===== config.mk =====
export PLATFORM = sky130hd
export DESIGN_NAME = rsc_top
export DESIGN_NICKNAME = d
export VERILOG_FILES = /design/src/rtl/rsc_pkg.sv /design/src/rtl/rsc_sync.sv /design/src/rtl/rsc_top.sv
export SDC_FILE = /design/constraint.sdc
export NUM_CORES = 1
export LEC_CHECK = 0
export ABC_AREA = 1
export BUFFER_PORTS_ARGS = -buffer_cell sky130_fd_sc_hd__buf_2
export CAP_MARGIN = 20
export CELL_PAD_IN_SITES_DETAIL_PLACEMENT = 0
export CELL_PAD_IN_SITES_GLOBAL_PLACEMENT = 1
export CORE_UTILIZATION = 31
export CTS_BUF_LIST = sky130_fd_sc_hd__clkbuf_16
export DETAILED_ROUTE_END_ITERATION = 10
export GPL_TIMING_DRIVEN = 0
export PLACE_DENSITY_LB_ADDON = 0.1
export SYNTH_ARGS = -nofsm -noshare
export SYNTH_HDL_FRONTEND = slang
export SYNTH_SLANG_ARGS = --single-unit
export TNS_END_PERCENT = 10

===== constraint.sdc =====
create_clock -name pclk -period 2.6 [get_ports pclk]
set_clock_uncertainty 0.15 [all_clocks]
set_input_delay 0.13 -clock pclk [delete_from_list [all_inputs] [get_ports pclk]]
set_output_delay 0.13 -clock pclk [all_outputs]
set_load 0.005 [all_outputs]

===== src/rtl/rsc_pkg.sv =====
// package: constants and types for the regulator supervisor control block
//
// Contract
// - status bit follows detector continuously while the detector is active.
// - status set below assert threshold, cleared only above deassert threshold.
// - change flag sets on each status transition, both directions.
// - interrupt requested while change flag and enable are both one.
// - detector active only in full performance mode.
// - entering reduced power mode leaves the change flag untouched; the code sets it if status was one at entry, as status drops to zero.
// - power-on reset high while core supply below threshold, low above.
// - power-on reset supervision active in every regulator mode.
// - low-voltage reset asserts below assert level, negates above deassert.
// - low-voltage reset enabled only in full performance mode.
// - amplifier and bandgap disabled in reduced power, enabled in full.
// - writing one clears the change flag; writing zero is ignored.
// - status bit is read-only; writes have no effect.
// - shutdown while regulator enable low; otherwise full or reduced.
// - reduced power while in stop mode, full performance otherwise.
package rsc_pkg;

  // ************************************************************
  // register map (byte addresses)
  // ************************************************************
  localparam logic [11:0] RSC_CTRL_OFS   = 12'h000;
  localparam logic [11:0] RSC_IRQ_ST_OFS = 12'h004;
  localparam logic [11:0] RSC_IRQ_EN_OFS = 12'h008;
  localparam logic [11:0] RSC_IRQ_CL_OFS = 12'h00C;
  localparam logic [11:0] RSC_MODE_OFS   = 12'h010;

  // ************************************************************
  // field positions
  // ************************************************************
  localparam int RSC_CHG_BIT = 0;
  localparam int RSC_IE_BIT  = 1;
  localparam int RSC_LVS_BIT = 2;
  localparam int RSC_PWR_BIT = 1;
  localparam int RSC_LVR_BIT = 2;
  localparam int RSC_NIRQ    = 3;

  localparam logic [31:0] RSC_ZERO32 = 32'h0000_0000;
  localparam logic [RSC_NIRQ-1:0] RSC_IRQ_RST = 3'h0;

  // ************************************************************
  // types
  // ************************************************************
  typedef enum logic [2:0] {
    RSC_FULL   = 3'b001,
    RSC_REDUCE = 3'b010,
    RSC_SHUT   = 3'b100
  } rsc_mode_e;

  typedef struct packed {
    logic lv_cmp;
    logic por_cmp;
    logic lvr_cmp;
  } rsc_cmp_s;

endpackage : rsc_pkg


===== src/rtl/rsc_sync.sv =====
// two-flop synchroniser for comparator levels
`timescale 1ns/1ps
module rsc_sync #(
  parameter int W = 3
) (
  input  wire logic         pclk,
  input  wire logic         presetn,
  input  wire logic [W-1:0] d,
  output logic      [W-1:0] q
);
  logic [W-1:0] meta_q;

  initial begin
    if (W < 1) $error("rsc_sync width must be positive");
  end

  always_ff @(posedge pclk or negedge presetn) begin
    if (!presetn) begin
      meta_q <= '0;
      q      <= '0;
    end else begin
      meta_q <= d;
      q      <= meta_q;
    end
  end
endmodule : rsc_sync


===== src/rtl/rsc_top.sv =====
// regulator supervisor control: mode, detector, resets, irq, apb regs
`timescale 1ns/1ps
module rsc_top
  import rsc_pkg::*;
(
  input  wire logic        pclk,
  input  wire logic        presetn,
  input  wire logic        psel,
  input  wire logic        penable,
  input  wire logic        pwrite,
  input  wire logic [11:0] paddr,
  input  wire logic [31:0] pwdata,
  input  wire logic [3:0]  pstrb,
  output logic      [31:0] prdata,
  output logic             pready,
  output logic             pslverr,
  input  wire logic        regulator_enable_input,
  input  wire logic        stop_mode,
  input  wire rsc_cmp_s    cmp,
  output logic             low_voltage_irq,
  output logic             irq,
  output logic             por_signal,
  output logic             low_voltage_reset_signal,
  output logic             amp_bandgap_en,
  output logic             detector_en,
  output logic             full_performance_mode,
  output logic             reduced_power_mode,
  output logic             shutdown_mode
);

  // ************************************************************
  // helper functions
  // ************************************************************
  // true when a mode code selects the wanted operating mode
  function automatic logic mode_is(input rsc_mode_e m,
                                   input rsc_mode_e want);
    return (m == want);
  endfunction : mode_is

  // full address match against one register offset
  function automatic logic addr_hit(input logic [11:0] a,
                                    input logic [11:0] ofs);
    return (a == ofs);
  endfunction : addr_hit

  // ************************************************************
  // comparator synchronisation
  // ************************************************************
  rsc_cmp_s cmp_s;
  logic [2:0] cmp_sync;

  // the power-on comparator travels inverted through the synchroniser:
  // its flops clear to zero, which must read as supply below threshold,
  // else a false power-on release would follow every reset
  rsc_sync #(.W(3)) u_sync (
    .pclk    (pclk),
    .presetn (presetn),
    .d       ({cmp.lv_cmp, ~cmp.por_cmp, cmp.lvr_cmp}),
    .q       (cmp_sync)
  );
  assign cmp_s.lv_cmp  = cmp_sync[2];
  assign cmp_s.por_cmp = ~cmp_sync[1];
  assign cmp_s.lvr_cmp = cmp_sync[0];

  // ************************************************************
  // mode control
  // ************************************************************
  rsc_mode_e mode_d;
  rsc_mode_e mode_q;

  assign mode_d = !regulator_enable_input ? RSC_SHUT :
                  stop_mode ? RSC_REDUCE : RSC_FULL;

  always_ff @(posedge pclk or negedge presetn) begin
    if (!presetn) mode_q <= RSC_SHUT;
    else          mode_q <= mode_d;
  end

  // mode seen by the detector and reset gating, one cycle behind pins
  wire is_full = mode_is(mode_q, RSC_FULL);

  // ************************************************************
  // apb decode
  // ************************************************************
  wire acc     = psel && penable;
  wire wr      = acc && pwrite;
  wire hit_ctl = addr_hit(paddr, RSC_CTRL_OFS);
  wire hit_st  = addr_hit(paddr, RSC_IRQ_ST_OFS);
  wire hit_en  = addr_hit(paddr, RSC_IRQ_EN_OFS);
  wire hit_cl  = addr_hit(paddr, RSC_IRQ_CL_OFS);
  wire hit_md  = addr_hit(paddr, RSC_MODE_OFS);
  wire mapped  = hit_ctl | hit_st | hit_en | hit_cl | hit_md;
  // only the lowest byte lane carries writable bits
  wire lane0   = pstrb[0];

  // write strobes per register; the write lands at every access
  // edge, which is harmless as all writable fields are idempotent
  wire wr_ctl  = wr & hit_ctl & lane0;
  wire wr_en   = wr & hit_en & lane0;
  wire wr_cl   = wr & hit_cl & lane0;

  // ************************************************************
  // low-voltage detector
  // ************************************************************
  logic lvs_q;
  logic lvs_d;
  logic chg_q;
  logic chg_d;
  logic ie_q;
  logic ie_d;

  // status is zero outside full mode; cmp high means below threshold,
  // hysteresis lives in the analog comparator
  assign lvs_d = is_full & cmp_s.lv_cmp;
  wire lvs_edge = (lvs_d != lvs_q);
  // a zero written to the flag bit leaves it alone
  wire chg_clr  = wr_ctl & pwdata[RSC_CHG_BIT];
  // set wins over clear; mode entry never clears
  assign chg_d = lvs_edge | (chg_q & ~chg_clr);
  assign ie_d  = wr_ctl ? pwdata[RSC_IE_BIT] : ie_q;

  // status: no write path reaches it
  always_ff @(posedge pclk or negedge presetn) begin
    if (!presetn) lvs_q <= 1'b0;
    else          lvs_q <= lvs_d;
  end

  // sticky change flag
  always_ff @(posedge pclk or negedge presetn) begin
    if (!presetn) chg_q <= 1'b0;
    else          chg_q <= chg_d;
  end

  // interrupt enable
  always_ff @(posedge pclk or negedge presetn) begin
    if (!presetn) ie_q <= 1'b0;
    else          ie_q <= ie_d;
  end

  // ************************************************************
  // resets
  // ************************************************************
  logic por_d;
  logic lvr_d;
  // por comparator high means core supply below power-on threshold
  assign por_d = cmp_s.por_cmp;
  assign lvr_d = is_full & cmp_s.lvr_cmp;

  // ************************************************************
  // interrupt status / enable / clear
  // ************************************************************
  logic [RSC_NIRQ-1:0] ist_q;
  logic [RSC_NIRQ-1:0] ist_d;
  logic [RSC_NIRQ-1:0] ien_q;
  logic [RSC_NIRQ-1:0] ien_d;
  logic [RSC_NIRQ-1:0] iev;
  logic [RSC_NIRQ-1:0] icl;
  logic                por_q;
  logic                lvr_q;

  assign iev[RSC_CHG_BIT] = lvs_edge;
  assign iev[RSC_PWR_BIT] = por_q & ~por_d;
  assign iev[RSC_LVR_BIT] = lvr_d & ~lvr_q;
  assign icl   = wr_cl ? pwdata[RSC_NIRQ-1:0] : RSC_IRQ_RST;
  // an event in the cycle of its clear keeps the bit set
  assign ist_d = iev | (ist_q & ~icl);
  assign ien_d = wr_en ? pwdata[RSC_NIRQ-1:0] : ien_q;

  // sticky status
  always_ff @(posedge pclk or negedge presetn) begin
    if (!presetn) ist_q <= RSC_IRQ_RST;
    else          ist_q <= ist_d;
  end

  // enable mask
  always_ff @(posedge pclk or negedge presetn) begin
    if (!presetn) ien_q <= RSC_IRQ_RST;
    else          ien_q <= ien_d;
  end

  // ************************************************************
  // read mux
  // ************************************************************
  logic [31:0] rd_mux;
  always_comb begin
    rd_mux = RSC_ZERO32;
    case (1'b1)
      hit_ctl: begin
        rd_mux[RSC_CHG_BIT] = chg_q;
        rd_mux[RSC_IE_BIT]  = ie_q;
        rd_mux[RSC_LVS_BIT] = lvs_q;
      end
      hit_st: rd_mux[RSC_NIRQ-1:0] = ist_q;
      hit_en: rd_mux[RSC_NIRQ-1:0] = ien_q;
      hit_md: rd_mux[2:0] = mode_q;
      default: rd_mux = RSC_ZERO32;
    endcase
  end

  // ************************************************************
  // next values of the registered outputs
  // ************************************************************
  // one wait state: ready in the cycle after penable first rises
  wire apb_first   = acc & ~pready;
  wire apb_rd      = psel & ~pwrite;
  // level requests follow the next flag state, no extra cycle
  wire lvirq_d     = chg_d & ie_d;
  wire irq_any_d   = |(ist_d & ien_d);
  // mode view is taken from the next mode so pins and view agree
  wire next_full   = mode_is(mode_d, RSC_FULL);
  wire next_reduce = mode_is(mode_d, RSC_REDUCE);
  wire next_shut   = mode_is(mode_d, RSC_SHUT);

  // ************************************************************
  // apb response
  // ************************************************************
  always_ff @(posedge pclk or negedge presetn) begin
    if (!presetn) begin
      prdata  <= RSC_ZERO32;
      pready  <= 1'b0;
      pslverr <= 1'b0;
    end else begin
      pready  <= apb_first;
      pslverr <= apb_first & ~mapped;
      prdata  <= apb_rd ? rd_mux : RSC_ZERO32;
    end
  end

  // ************************************************************
  // interrupt outputs
  // ************************************************************
  always_ff @(posedge pclk or negedge presetn) begin
    if (!presetn) begin
      low_voltage_irq <= 1'b0;
      irq             <= 1'b0;
    end else begin
      low_voltage_irq <= lvirq_d;
      irq             <= irq_any_d;
    end
  end

  // ************************************************************
  // reset outputs
  // ************************************************************
  // power-on reset starts high: the core is held until the supply
  // has been seen above threshold through the synchroniser
  always_ff @(posedge pclk or negedge presetn) begin
    if (!presetn) begin
      por_q <= 1'b1;
      lvr_q <= 1'b0;
    end else begin
      por_q <= por_d;
      lvr_q <= lvr_d;
    end
  end

  // ************************************************************
  // mode view and analog enables
  // ************************************************************
  always_ff @(posedge pclk or negedge presetn) begin
    if (!presetn) begin
      amp_bandgap_en        <= 1'b0;
      detector_en           <= 1'b0;
      full_performance_mode <= 1'b0;
      reduced_power_mode    <= 1'b0;
      shutdown_mode         <= 1'b1;
    end else begin
      amp_bandgap_en        <= next_full;
      detector_en           <= next_full;
      full_performance_mode <= next_full;
      reduced_power_mode    <= next_reduce;
      shutdown_mode         <= next_shut;
    end
  end

  assign por_signal               = por_q;
  assign low_voltage_reset_signal = lvr_q;

endmodule : rsc_top


======== Yosys cells after proc, flatten, opt, wreduce, memory -nomap -nowiden ========
Cells that the tools add are included.
operators by class
  eq/ne operators ......................... 9
  muxes and demuxes ....................... 10
  bitwise logic cells ..................... 32
  reduce and logical (&&, ||, !) cells .... 4
operators by type and width
  cell                 number
  $eq 12x4->1 const B  2
  $mux 3               8
  $and 1x1->1          16
  $eq 12x3->1 const B  1
  $eq 12x5->1 const B  1
  $logic_not 12->1     1
  $not 1->1            7
  $and 3x3->3          2
  $eq 3x1->1 const B   2
  $or 1x1->1           5
  $eq 3x2->1 const B   1
  $eq 3x3->1 const B   1
  $not 3->3            1
  $or 3x3->3           1
  $reduce_or 3->1      1
  $logic_and 1x1->1    2
  $mux 2               1
  $mux 1               1
  $ne 1x1->1           1
word-level totals
  register bits after elaboration ......... 30
  input port bits ......................... 58
  output and inout port bits .............. 43
  word-level logic and storage cells ...... 73

======== Longest topological paths before layout ========
Gate-level depths: netlist of run 1.
  word-level depth ........................ 10
  mapped depth ............................ 10
  depth with buffers taken out ............ 10

======== Modules after synthesis ========
A second synthesis of run 1 with hierarchy kept.
unflattened totals
  cell total of the unflattened synthesis .. 181
  area, all modules ....................... 1557.7 um^2
modules (own cells, without submodules)
  module    instances  cells each  area an instance (um^2)  seq. area each (um^2)
  rsc_top   1          175         1407.6                   554.3
  rsc_sync  1          6           150.1                    150.1

======== Worst setup path before layout of run 1 ========
Ideal clock, no wire load.
  kind .................................... register to register
  start point ............................. reg amp_bandgap_en (netlist name)
  end point ............................... reg irq
  setup time .............................. 0.121 ns
  arrival time ............................ 1.013 ns
  required time ........................... 2.329 ns
  path slack .............................. 1.316 ns
  stages on the path, launching flop included .. 9
  buffers on the path ..................... 0
  period minus slack after synthesis ...... 1.284 ns
  cells stage by stage .................... dfrtp_1 inv_1 nor2_1 nand3_1 xnor2_1 inv_1 nand2_1 nand2_1 nand3_2
RTL lines
  what                  line            text
  end signal, assigned  rsc_top.sv:238  irq <= irq_any_d;
  end, declared         rsc_top.sv:21   output logic irq,

==> results of run 1 <==
[Yosys cell counts]
library cell  count  share of area, %
nand2_1          33               8.0
buf_4            31                15
dfrtp_1          25                40
inv_1            23               5.6
nor2_1            9               2.2
nand3_1           8               2.6
nand4_1           6               2.4
nand2_2           5               2.0
o21ai_0           5               1.6
inv_2             4              0.97
a21oi_1           3              0.97
dfstp_2           3               5.1
nand3b_1          3               1.5
nor2_4            3               2.2
nand3_2           2               1.3
nor2_2            2              0.81
o21ai_1           2              0.65
and3_1            1              0.40
buf_8             1              0.97
conb_1            1              0.24
nand2_4           1              0.73
nor2_8            1               1.3
nor3_1            1              0.32
nor3_2            1              0.65
nor3_4            1               1.1
o21ai_2           1              0.57
xnor2_1           1              0.57
[registers in the layout, summed over array words and instances (netlist names), 3 cells and up]
name           cells
ien_q              3
ist_q              3
prdata             3
u_sync.meta_q      3
u_sync.q           3
[worst max-delay path by stage]
stage,end,startpoint,cells after the start,slack [ns]
finish,irq,amp_bandgap_en,8,1.16
CTS,irq,amp_bandgap_en,8,1.12
detailed placement,irq,amp_bandgap_en,8,1.14
global placement,irq,amp_bandgap_en,8,1.12
floorplan,irq,amp_bandgap_en,8,1.32
global route,irq,amp_bandgap_en,8,0.96
[metrics by stage]
| stage | total power, uW | instance area (sq um) | setup slack (ns) | hold WS [ns] |
|---|---|---|---|---|
| floorplan | 531 | 1650 | 1.32 | -0.316 |
| global placement | 575 | 1930 | 1.12 | 0.0366 |
| detailed placement | 576 | 1930 | 1.14 | 0.0371 |
| CTS | 1040 | 2110 | 1.12 | 0.00364 |
| global route | 1070 | 2110 | 0.956 | 0.0310 |
| finish | 1020 | 2110 | 1.16 | 0.00883 |
[routing by layer]
layer	up-vias	wire [um]
met5	-	0
met4	0	16
met3	2	162
met2	39	1390
met1	524	1230
li1	642	-
[critical path, cell delays in order (launching register included)]
cell and delay, ns:
dfrtp_1 0.39, inv_1 0.08, nor2_1 0.13, nand3_1 0.12
xnor2_1 0.15, inv_1 0.10, nand2_1 0.07, nand2_1 0.07
nand3_2 0.07
[where the power goes]
part	internal (uW)	switching, uW
registers	448	4.58
logic	63.4	58.3
clock network	306	144
[placed cells by master (no fill, tap or decap), drive strengths merged]
master       count
nand4            6
o21ai            8
dfstp            3
nand3b           3
dfrtp           25
inv             27
buf             71
and3             1
nand3           10
bufinv           1
a21oi            3
nand2           39
nor2            15
conb            29
nor3             3
clkbuf           3
xnor2            1
dlygate4sd3      7
[repair_timing]
action,4_1_cts,5_1_grt
setup endpoints to repair,0,0
hold buffers,7,0
hold endpoints to repair,33,0
[final cells by class]
class,count,area share (%)
Clock inverter,1,1.42
Buffer,32,11.8
Inverter,27,4.81
Tap cell,67,3.98
Clock buffer,3,3.56
Timing Repair Buffer,46,12.6
Sequential cell,28,33.4
Multi-Input combinational cell,118,28.5
[cells by family (layout without fill, tap and decap cells)]
kind of cell / Yosys count / count (layout) / synth area share [%]
compound gates: 11 / 11 / 3.80
simple gates: 77 / 77 / 27.4
other cells: 1 / 29 / 0.242
xor+xnor: 1 / 1 / 0.566
buf+inv: 59 / 109 / 22.5
flops: 28 / 28 / 45.5
==> results.md, run 1 <==
* Crit start category: flop
* R2r setup slk at 1.16 ns
* WL final at around 2.8 mm
* Pre-Repair DR Iteration Count at 4
* Critical Path RT at approximately 2.6 ns
* Status: complete, no violations
* Clock Tree Root: clkbuf_16
* TritonCTS Buffers at 3
* Register area share after synthesis at 45.5%
* DR WL/cell at 8.69 um
* Aggregate global routing overflow at 0
* Synthesized instance count at 177
* Tcrit/Tclk final at 55.2%
* Reg area at 704 sq um
* Hold Path Stages at 4
* GRT Max-Usage Layer: met2
* GP Congestion at 0.715
* Met3 usage at 3.59%
* CORE AREA at 4750 sq um
* Vias after detailed routing at 1,207
* Vias per std cell at 3.75
* Synth Register Bits at 28
* Die X at 72.7 um
* 1st-iter DRT viols at 25
* WHS Endpoint: prdata[1]
* I/O pin count at 101
* Max_slew headroom at between 50% and 60%
* # port buffers at 39
* Synth Area per Inst at about 8.8 sq um
* CTS clk-pin slew, worst paths at 0.07 ns
* Worst reg-to-reg path cell count at 8
* CTS resizes at 0
* Crit-path max FO at 4
* Max cap viols at 0
* # DRC at 0
* RSZ-0062 raised after global routing: false
* Antenna-violating nets left at 0
* CTS Sinks at 28
* Met2 Use GR at 21.9%
* Setup violators final at 0
* Initial core utilization at 32.6%
* Fraction of met1 tracks used by global routing at around 14%
* Antenna cells at 0
* Final cell count without fillers at ~320
* Post-CTS setup buffers at 0
* Max-slew violations at 0
* Total track usage at 12.0%
* Multi-input logic area at 601 sq um
* Placed cells at roughly 310
* Filler Cell Count at 496
* Longest Clk Path Bufs at 2
* Die Height at 72.7 um
* Mapped cell area at 1550 sq um
* Vias in the first global route at ~1,100
* Arrival @ worst endpoint at 1.44 ns
* Fmax achieved at 697 MHz
* Synth unique cells at 27
* WS Path Type: reg2reg
* Area Overhead vs Synth at 36.1%
* Nets@finish at approximately 310
* Post-layout util at 44.3%
* Final HPWL DP at 2.33 mm
* Worst Hold Launch: pwrite
* Synth warnings at 0
* Post-route setup TNS at 0 ns
* Worst skew pair latency at 0.26 ns
* LEAKAGE at 0.00119 uW
* CTS tree: yes
* H-tree levels at 1
* First-pass GRT wire length at 4.79 mm
* Initial antenna violation count at 0
* Worst reg2reg path startpoint: amp_bandgap_en
* Rows at 25
* Largest net degree at the start of global routing at 29
* Layout cells sized above 1 at roughly two fifths
* Worst slew pin tran at about 0.62 ns
* Final Hold Viols at 0
* Worst setup EP type: flop
* Hold WC Path Type: in2reg
* Minimum clock period at between 1 and 1.5 ns
* RR Endpoint: irq
* Die area at 5280 sq um
* Power Dens Cells at 486 nW/um^2
* Worst VDD drop at 0.000439 V
Power figures use the tool's default switching activity.
==> run 2: changes to the inputs <==
--- a/config.mk
+++ b/config.mk
@@ -5,12 +5,12 @@
 export SDC_FILE = /design/constraint.sdc
 export NUM_CORES = 1
 export LEC_CHECK = 0
-export ABC_AREA = 1
+export ABC_AREA = 0
 export BUFFER_PORTS_ARGS = -buffer_cell sky130_fd_sc_hd__buf_2
 export CAP_MARGIN = 20
 export CELL_PAD_IN_SITES_DETAIL_PLACEMENT = 0
 export CELL_PAD_IN_SITES_GLOBAL_PLACEMENT = 1
-export CORE_UTILIZATION = 31
+export CORE_UTILIZATION = 28
 export CTS_BUF_LIST = sky130_fd_sc_hd__clkbuf_16
 export DETAILED_ROUTE_END_ITERATION = 10
 export GPL_TIMING_DRIVEN = 0
==> constraint.sdc (replaced) <==
create_clock -name pclk -period 1.35 [get_ports pclk]
set_clock_uncertainty 0.15 [all_clocks]
set_input_delay 0.0675 -clock pclk [delete_from_list [all_inputs] [get_ports pclk]]
set_output_delay 0.0675 -clock pclk [all_outputs]
set_load 0.005 [all_outputs]
==> run 2 against run 1 <==
The flow now finishes with violations (negative hold slack, negative setup slack); fmax fell by 4.5%; count of clock-buffer cells in the layout did not move; synthesized area fell by 8.3%; critical path depth fell by 3; combinational power rose by 110%; register-to-register slack got worse by 1.3 ns; worst setup slack got worse by 1.3 ns; first-iteration DRC count rose by 40%; final cell count fell by 11%; non-clock buffer count rose by 8; largest power group unchanged.
==> results.md, run 2 <==
* Status: finished, violations left
* Failing checks: negative hold slack, negative setup slack
* Async SR Flop Fraction at 100%
* Minimum clock period at 1.50 ns
* Primary FF master, synth: dfrtp_1
* # port buffers at 39
* Placed cells at 267
* # DRC at 0
* Max-slew violations at 0
* Main area contributors after synthesis: dfrtp_1, buf_4, dfstp_2
* H-tree levels at 1
* Final cell count without fillers at about 290
* Final setup margin at -0.153 ns
* Nets@finish at 277
* Crit-path max FO at 2
* R2r setup slk at -0.15 ns
* Worst slew pin tran at 0.607 ns
* Vias in the first global route at 1,089
* WL final at between 3 and 4 mm
* Synth Register Bits at 28
* Gate power share at 14.3%
* Max cap viols at 0
* CTS clk-pin slew, worst paths at around 0.060 ns
* Pint at 1400 uW
* First-pass GRT wire length at 4.76 mm
* Synthesized instance count at about 130
* Fmax achieved at roughly 670 MHz
* Multi-input logic area at about 580 sq um
* Max_slew headroom at 59.5%
* Yosys top cell area share at 44.1%
* CORE AREA at 4790 sq um
* Hold_ws at -0.00904 ns
* Die X at ~73 um
* Rows at 25
* Most frequent cells in the layout: buf_2, buf_4, conb_1
* Total track usage at about an eighth
* Power Dens Cells at 867 nW/um^2
* WS Path Type: reg2reg
* Vias per std cell at 4.04
* 1st-iter DRT viols at 35
* Reg area at 704 sq um
* Tcrit/Tclk final at 111%
* CTS Sinks at 28
* Clock share of power at 36.9%
* Antenna-violating nets left at 0
* Worst VDD drop at 0.000438 V
* Largest net degree at the start of global routing at 29
* Post-synth EDFFs at 0
* Synth unique cells at 39
* Most common cell in the netlist: buf_4
* Post-route setup TNS at -0.514 ns
* Synth warnings at 0
* Clock Tree Root: clkbuf_16
* GP Congestion at 0.804
* LEAKAGE at 0.00108 uW
* Longest Clk Path Bufs at 2
* Sequential share of power at 48.8%
* Aggregate global routing overflow at 0
* Arrival @ worst endpoint at 1.52 ns
* TritonCTS Buffers at 3
* Initial antenna violation count at 0
* Antenna cells at 0
* Final Hold Viols at 1
* CTS tree: yes
* Mapped cell area at 1420 sq um
* Initial core utilization at 29.7%
* Synth top cells by count: buf_4, dfrtp_1, inv_1
* DR WL/cell at ~11 um
* Layout cells sized above 1 at 45.4%
* Net Sw Frac at about 22%
* Filler Cell Count at 499
* Final HPWL DP at 2.26 mm
* Die Height at approximately 73 um
* P_sw at approximately 390 uW
* Worst skew pair latency at 0.26 ns
* Pre-Repair DR Iteration Count at 4
* Area Overhead vs Synth at 46.0%
* Largest area contributor in the netlist: dfrtp_1
* Vias after detailed routing at 1,151
* Register area share after synthesis at 49.6%
* Most common cell after layout, fill and taps aside: buf_2
* Hold WC Path Type: in2reg
* Die area at 5360 sq um
* RSZ-0062 raised after global routing: true
* Synth Area per Inst at approximately 11 sq um
* Setup violators final at 6
* Crit start category: flop
* I/O pin count at about 100
* Critical Path RT at 1.36 ns
* Worst setup EP type: flop
==> run 2: area by class of cell <==
| cell class | instances | area share [%] |
|---|---|---|
| timing repair buffer | 53 | 15.9 |
| clock inverter | 1 | 0.181 |
| sequential | 28 | 34.0 |
| clock buffer | 3 | 3.62 |
| inverter | 12 | 2.17 |
| buffer | 33 | 12.0 |
| multi-input combinational | 88 | 28.1 |
| tap | 67 | 4.04 |
==> run 2: what timing repair did <==
action	in CTS	in global routing
setup endpoints to repair	6	10
cloned	0	0
pin swaps	4	5
resized for setup	5	7
endpoints found under the hold margin	39	0
hold buffers	12	0
setup buffers	1	1
==> run 2: per-layer routing <==
layer / vias to the layer above / track usage [%] / wire [um]
li1: 560 / - / -
met4: 0 / 5.88 / 57
met3: 4 / 2.76 / 204
met5: - / 0 / 0
met2: 42 / 21.3 / 1570
met1: 545 / 13.5 / 1210
==> run 2: cells by family (layout without fill, tap and decap cells) <==
group | Yosys count | after routing | share of synthesized area, %
compound gates | 18 | 18 | 9.60
xor+xnor | 1 | 1 | 0.617
buf+inv | 45 | 102 | 20.7
flops | 28 | 28 | 49.6
mux | 3 | 3 | 2.47
other cells | 1 | 29 | 0.264
simple gates | 37 | 37 | 16.7
==> run 2: worst max-delay path: stages, from the launching register on <==
cell	delay [ns]
dfstp_2	0.53
and4bb_2	0.25
xnor2_2	0.16
a21oi_2	0.16
buf_4	0.14
inv_2	0.02
==> run 2: power groups by stage <==
stage | combinational [uW] | sequential [uW] | clock (uW)
2_1_floorplan | 126 | 891 | 0
3_3_place_gp | 211 | 893 | 0
3_5_place_dp | 214 | 893 | 0
4_1_cts | 248 | 877 | 691
5_1_grt | 285 | 880 | 727
6_report | 257 | 878 | 664
==> run 2: final timing paths <==
| kind | depth (start not counted) | start | endpoint |
|---|---|---|---|
| min in group asynchronous | 2 | presetn | pslverr |
| worst min register to register | 0 | u_sync.meta_q[2] | u_sync.q[2] |
| worst max register to register | 5 | mode_q[2] | ist_q[0] |
| worst max-delay path | 5 | mode_q[2] | ist_q[0] |
| max in group asynchronous | 2 | presetn | ien_q[2] |
| worst min-delay path | 4 | paddr[8] | prdata[2] |
==> run 2: per-stage QoR <==
step | util, % | setup WS [ns] | hold slack [ns] | total power, uW | instance area (sq um)
final | 43.3 | -0.153 | -0.00904 | 1800 | 2070
after global routing | 43.3 | -0.195 | 0.0228 | 1890 | 2070
after detailed placement | 37.7 | -0.374 | -0.0228 | 1110 | 1800
after global placement | 37.7 | -0.372 | -0.0375 | 1100 | 1800
after CTS | 42.5 | -0.156 | -0.0209 | 1820 | 2030
after floorplan | - | -0.0817 | -0.378 | 1020 | 1530
==> run 3: changes to the inputs <==
--- a/config.mk
+++ b/config.mk
@@ -5,12 +5,12 @@
 export SDC_FILE = /design/constraint.sdc
 export NUM_CORES = 1
 export LEC_CHECK = 0
-export ABC_AREA = 0
+export ABC_AREA = 1
 export BUFFER_PORTS_ARGS = -buffer_cell sky130_fd_sc_hd__buf_2
 export CAP_MARGIN = 20
 export CELL_PAD_IN_SITES_DETAIL_PLACEMENT = 0
 export CELL_PAD_IN_SITES_GLOBAL_PLACEMENT = 1
-export CORE_UTILIZATION = 28
+export CORE_UTILIZATION = 29
 export CTS_BUF_LIST = sky130_fd_sc_hd__clkbuf_16
 export DETAILED_ROUTE_END_ITERATION = 10
 export GPL_TIMING_DRIVEN = 0
==> run 3 against run 2 <==
The run now ends clean; fmax rose by 13%; final area is 6.6% higher; largest cell class unchanged; via count rose by 7.3%; critical endpoint is now low_voltage_irq.
==> results.md, run 3 (synthesis results as in run 1) <==
* Net Sw Frac at 20.7%
* I/O pin count at 101
* Worst Hold Launch: psel
* Most common cell after layout, fill and taps aside: buf_2
* Antenna cells at 0
* Power Dens Cells at 908 nW/um^2
* Max-slew violations at 0
* Total track usage at 12.2%
* Worst skew pair latency at 0.26 ns
* Vias in the first global route at 1,169
* Area Overhead vs Synth at 42.7%
* Initial antenna violation count at 0
* Hold Path Stages at 5
* Rows at 26
* DR WL/cell at 9.28 um
* Worst setup EP type: flop
* Setup violators final at 0
* Longest Clk Path Bufs at 2
* Minimum clock period at 1.33 ns
* Top delay family on crit path: flip-flops
* RSZ-0062 raised after global routing: true
* Clock Tree Root: clkbuf_16
* LEAKAGE at between 0.001 and 0.0015 uW
* Arrival @ worst endpoint at 1.37 ns
* TritonCTS Buffers at 3
* Crit path cell chain: nor2_4, nand3_2, xnor2_1, inv_1, buf_4, a21oi_2
* Antenna-violating nets left at 0
* Levels on crit path at 6
* Worst reg-to-reg path cell count at 6
* H-tree levels at 1
* Largest net degree at the start of global routing at 29
* Vias after detailed routing at around 1,200
* Worst reg2reg path startpoint: mode_q[2]
* Pre-Repair DR Iteration Count at 4
* Crit-path max FO at 2
* Post-layout util at 43.0%
* Layout cells sized above 1 at 41.7%
* Critical Path RT at ~1.4 ns
* # DRC at 0
* CORE AREA at 5140 sq um
* Pint at 1590 uW
* WS Path Type: reg2reg
* Die Height at between 70 and 80 um
* Tcrit/Tclk final at between 90 and 100%
* Die X at 75.1 um
* Max_slew headroom at 58.2%
* CTS clk-pin slew, worst paths at ~0.070 ns
* GP Congestion at 0.764
* Worst path buffer plus inverter count at 2
* Initial core utilization at 30.1%
* # port buffers at 39
* Filler Cell Count at 581
* Vias per std cell at 3.70
* Aggregate global routing overflow at 0
* Pwr Total at 2010 uW
* Status: complete, no violations
* Final Hold Viols at 0
* Hold WC Path Type: in2reg
* Most frequent cells in the layout: buf_2, buf_4, nand2_1
* Final HPWL DP at 2.35 mm
* Crit start category: flop
* P_sw at between 400 and 500 uW
* Worst VDD drop at 0.000683 V
* Worst slew pin tran at roughly 0.63 ns
* Crit path largest cell delay at around 0.55 ns
* Max cap viols at 0
* Fmax achieved at 754 MHz
* Die area at 5640 sq um
* WL final at about 3.1 mm
* CP startpoint: mode_q[2]
* CTS tree: yes
* Clock share of power at 43.6%
* Gate power share at 13.0%
* 1st-iter DRT viols at 28
* Sequential share of power at 43.4%
* CTS Sinks at 28
* Slowest CP cell: dfstp_2
* First-pass GRT wire length at 5.07 mm
* Nets@finish at ~320
run 3: path summary, 6_finish.rpt:
path,end,slack (ns)
max in group asynchronous,lvs_q,0.42
setup / recovery,low_voltage_irq,0.02
min in group asynchronous,pslverr,0.21
setup reg to reg,low_voltage_irq,0.02
hold reg to reg,u_sync.q[2],0.20
hold / removal,prdata[0],0.0006
run 3: power by group through the flow:
stage	registers [uW]	clock network [uW]	logic, uW
2_1_floorplan	888	0	135
3_3_place_gp	888	0	220
3_5_place_dp	888	0	221
4_1_cts	872	909	259
5_1_grt	875	933	294
6_report	872	875	261
run 3: through the flow:
| step | hold slack, ns | setup TNS [ns] | cells | cell area, sq um | setup slack, ns |
|---|---|---|---|---|---|
| 4_1_cts | 0.000810 | 0 | 333 | 2200 | 0.00785 |
| 5_1_grt | 0.0140 | -0.110 | 334 | 2210 | -0.0549 |
| 3_3_place_gp | -0.0200 | -0.161 | 314 | 1940 | -0.156 |
| 3_5_place_dp | -0.0166 | -0.139 | 314 | 1940 | -0.139 |
| 6_report | 0.000610 | 0 | 334 | 2210 | 0.0246 |
| 2_1_floorplan | -0.378 | 0 | 205 | 1650 | 0.0662 |
run 3: repair_timing:
action,CTS,global route
hold buffers,11,0
endpoints found under the setup margin,3,3
setup buffers,4,1
endpoints found under the hold margin,41,0
resized for setup,6,1
pin swaps,3,4
run 3: area by class of cell:
type	instances	area (sq um)	share of cell area, %
Sequential cell	28	704	31.9
Multi-Input combinational cell	118	622	28.1
Timing Repair Buffer	55	343	15.5
Buffer	32	248	11.2
Inverter	27	101	4.58
Tap cell	70	87.6	3.96
Clock buffer	3	75.1	3.40
Clock inverter	1	30.0	1.36
run 3: worst register-to-register path, cell delays in order (launching register included):
cell	delay, ns
dfstp_2	0.55
nor2_4	0.05
nand3_2	0.07
xnor2_1	0.11
inv_1	0.08
buf_4	0.14
a21oi_2	0.12
run 3: layer usage:
metal	up-vias	global-route usage (%)	routed length (um)
met3	5	3.35	231
met5	-	0	0
met4	0	3.14	26
met1	519	14.5	1380
met2	49	21.9	1460
li1	662	-	-
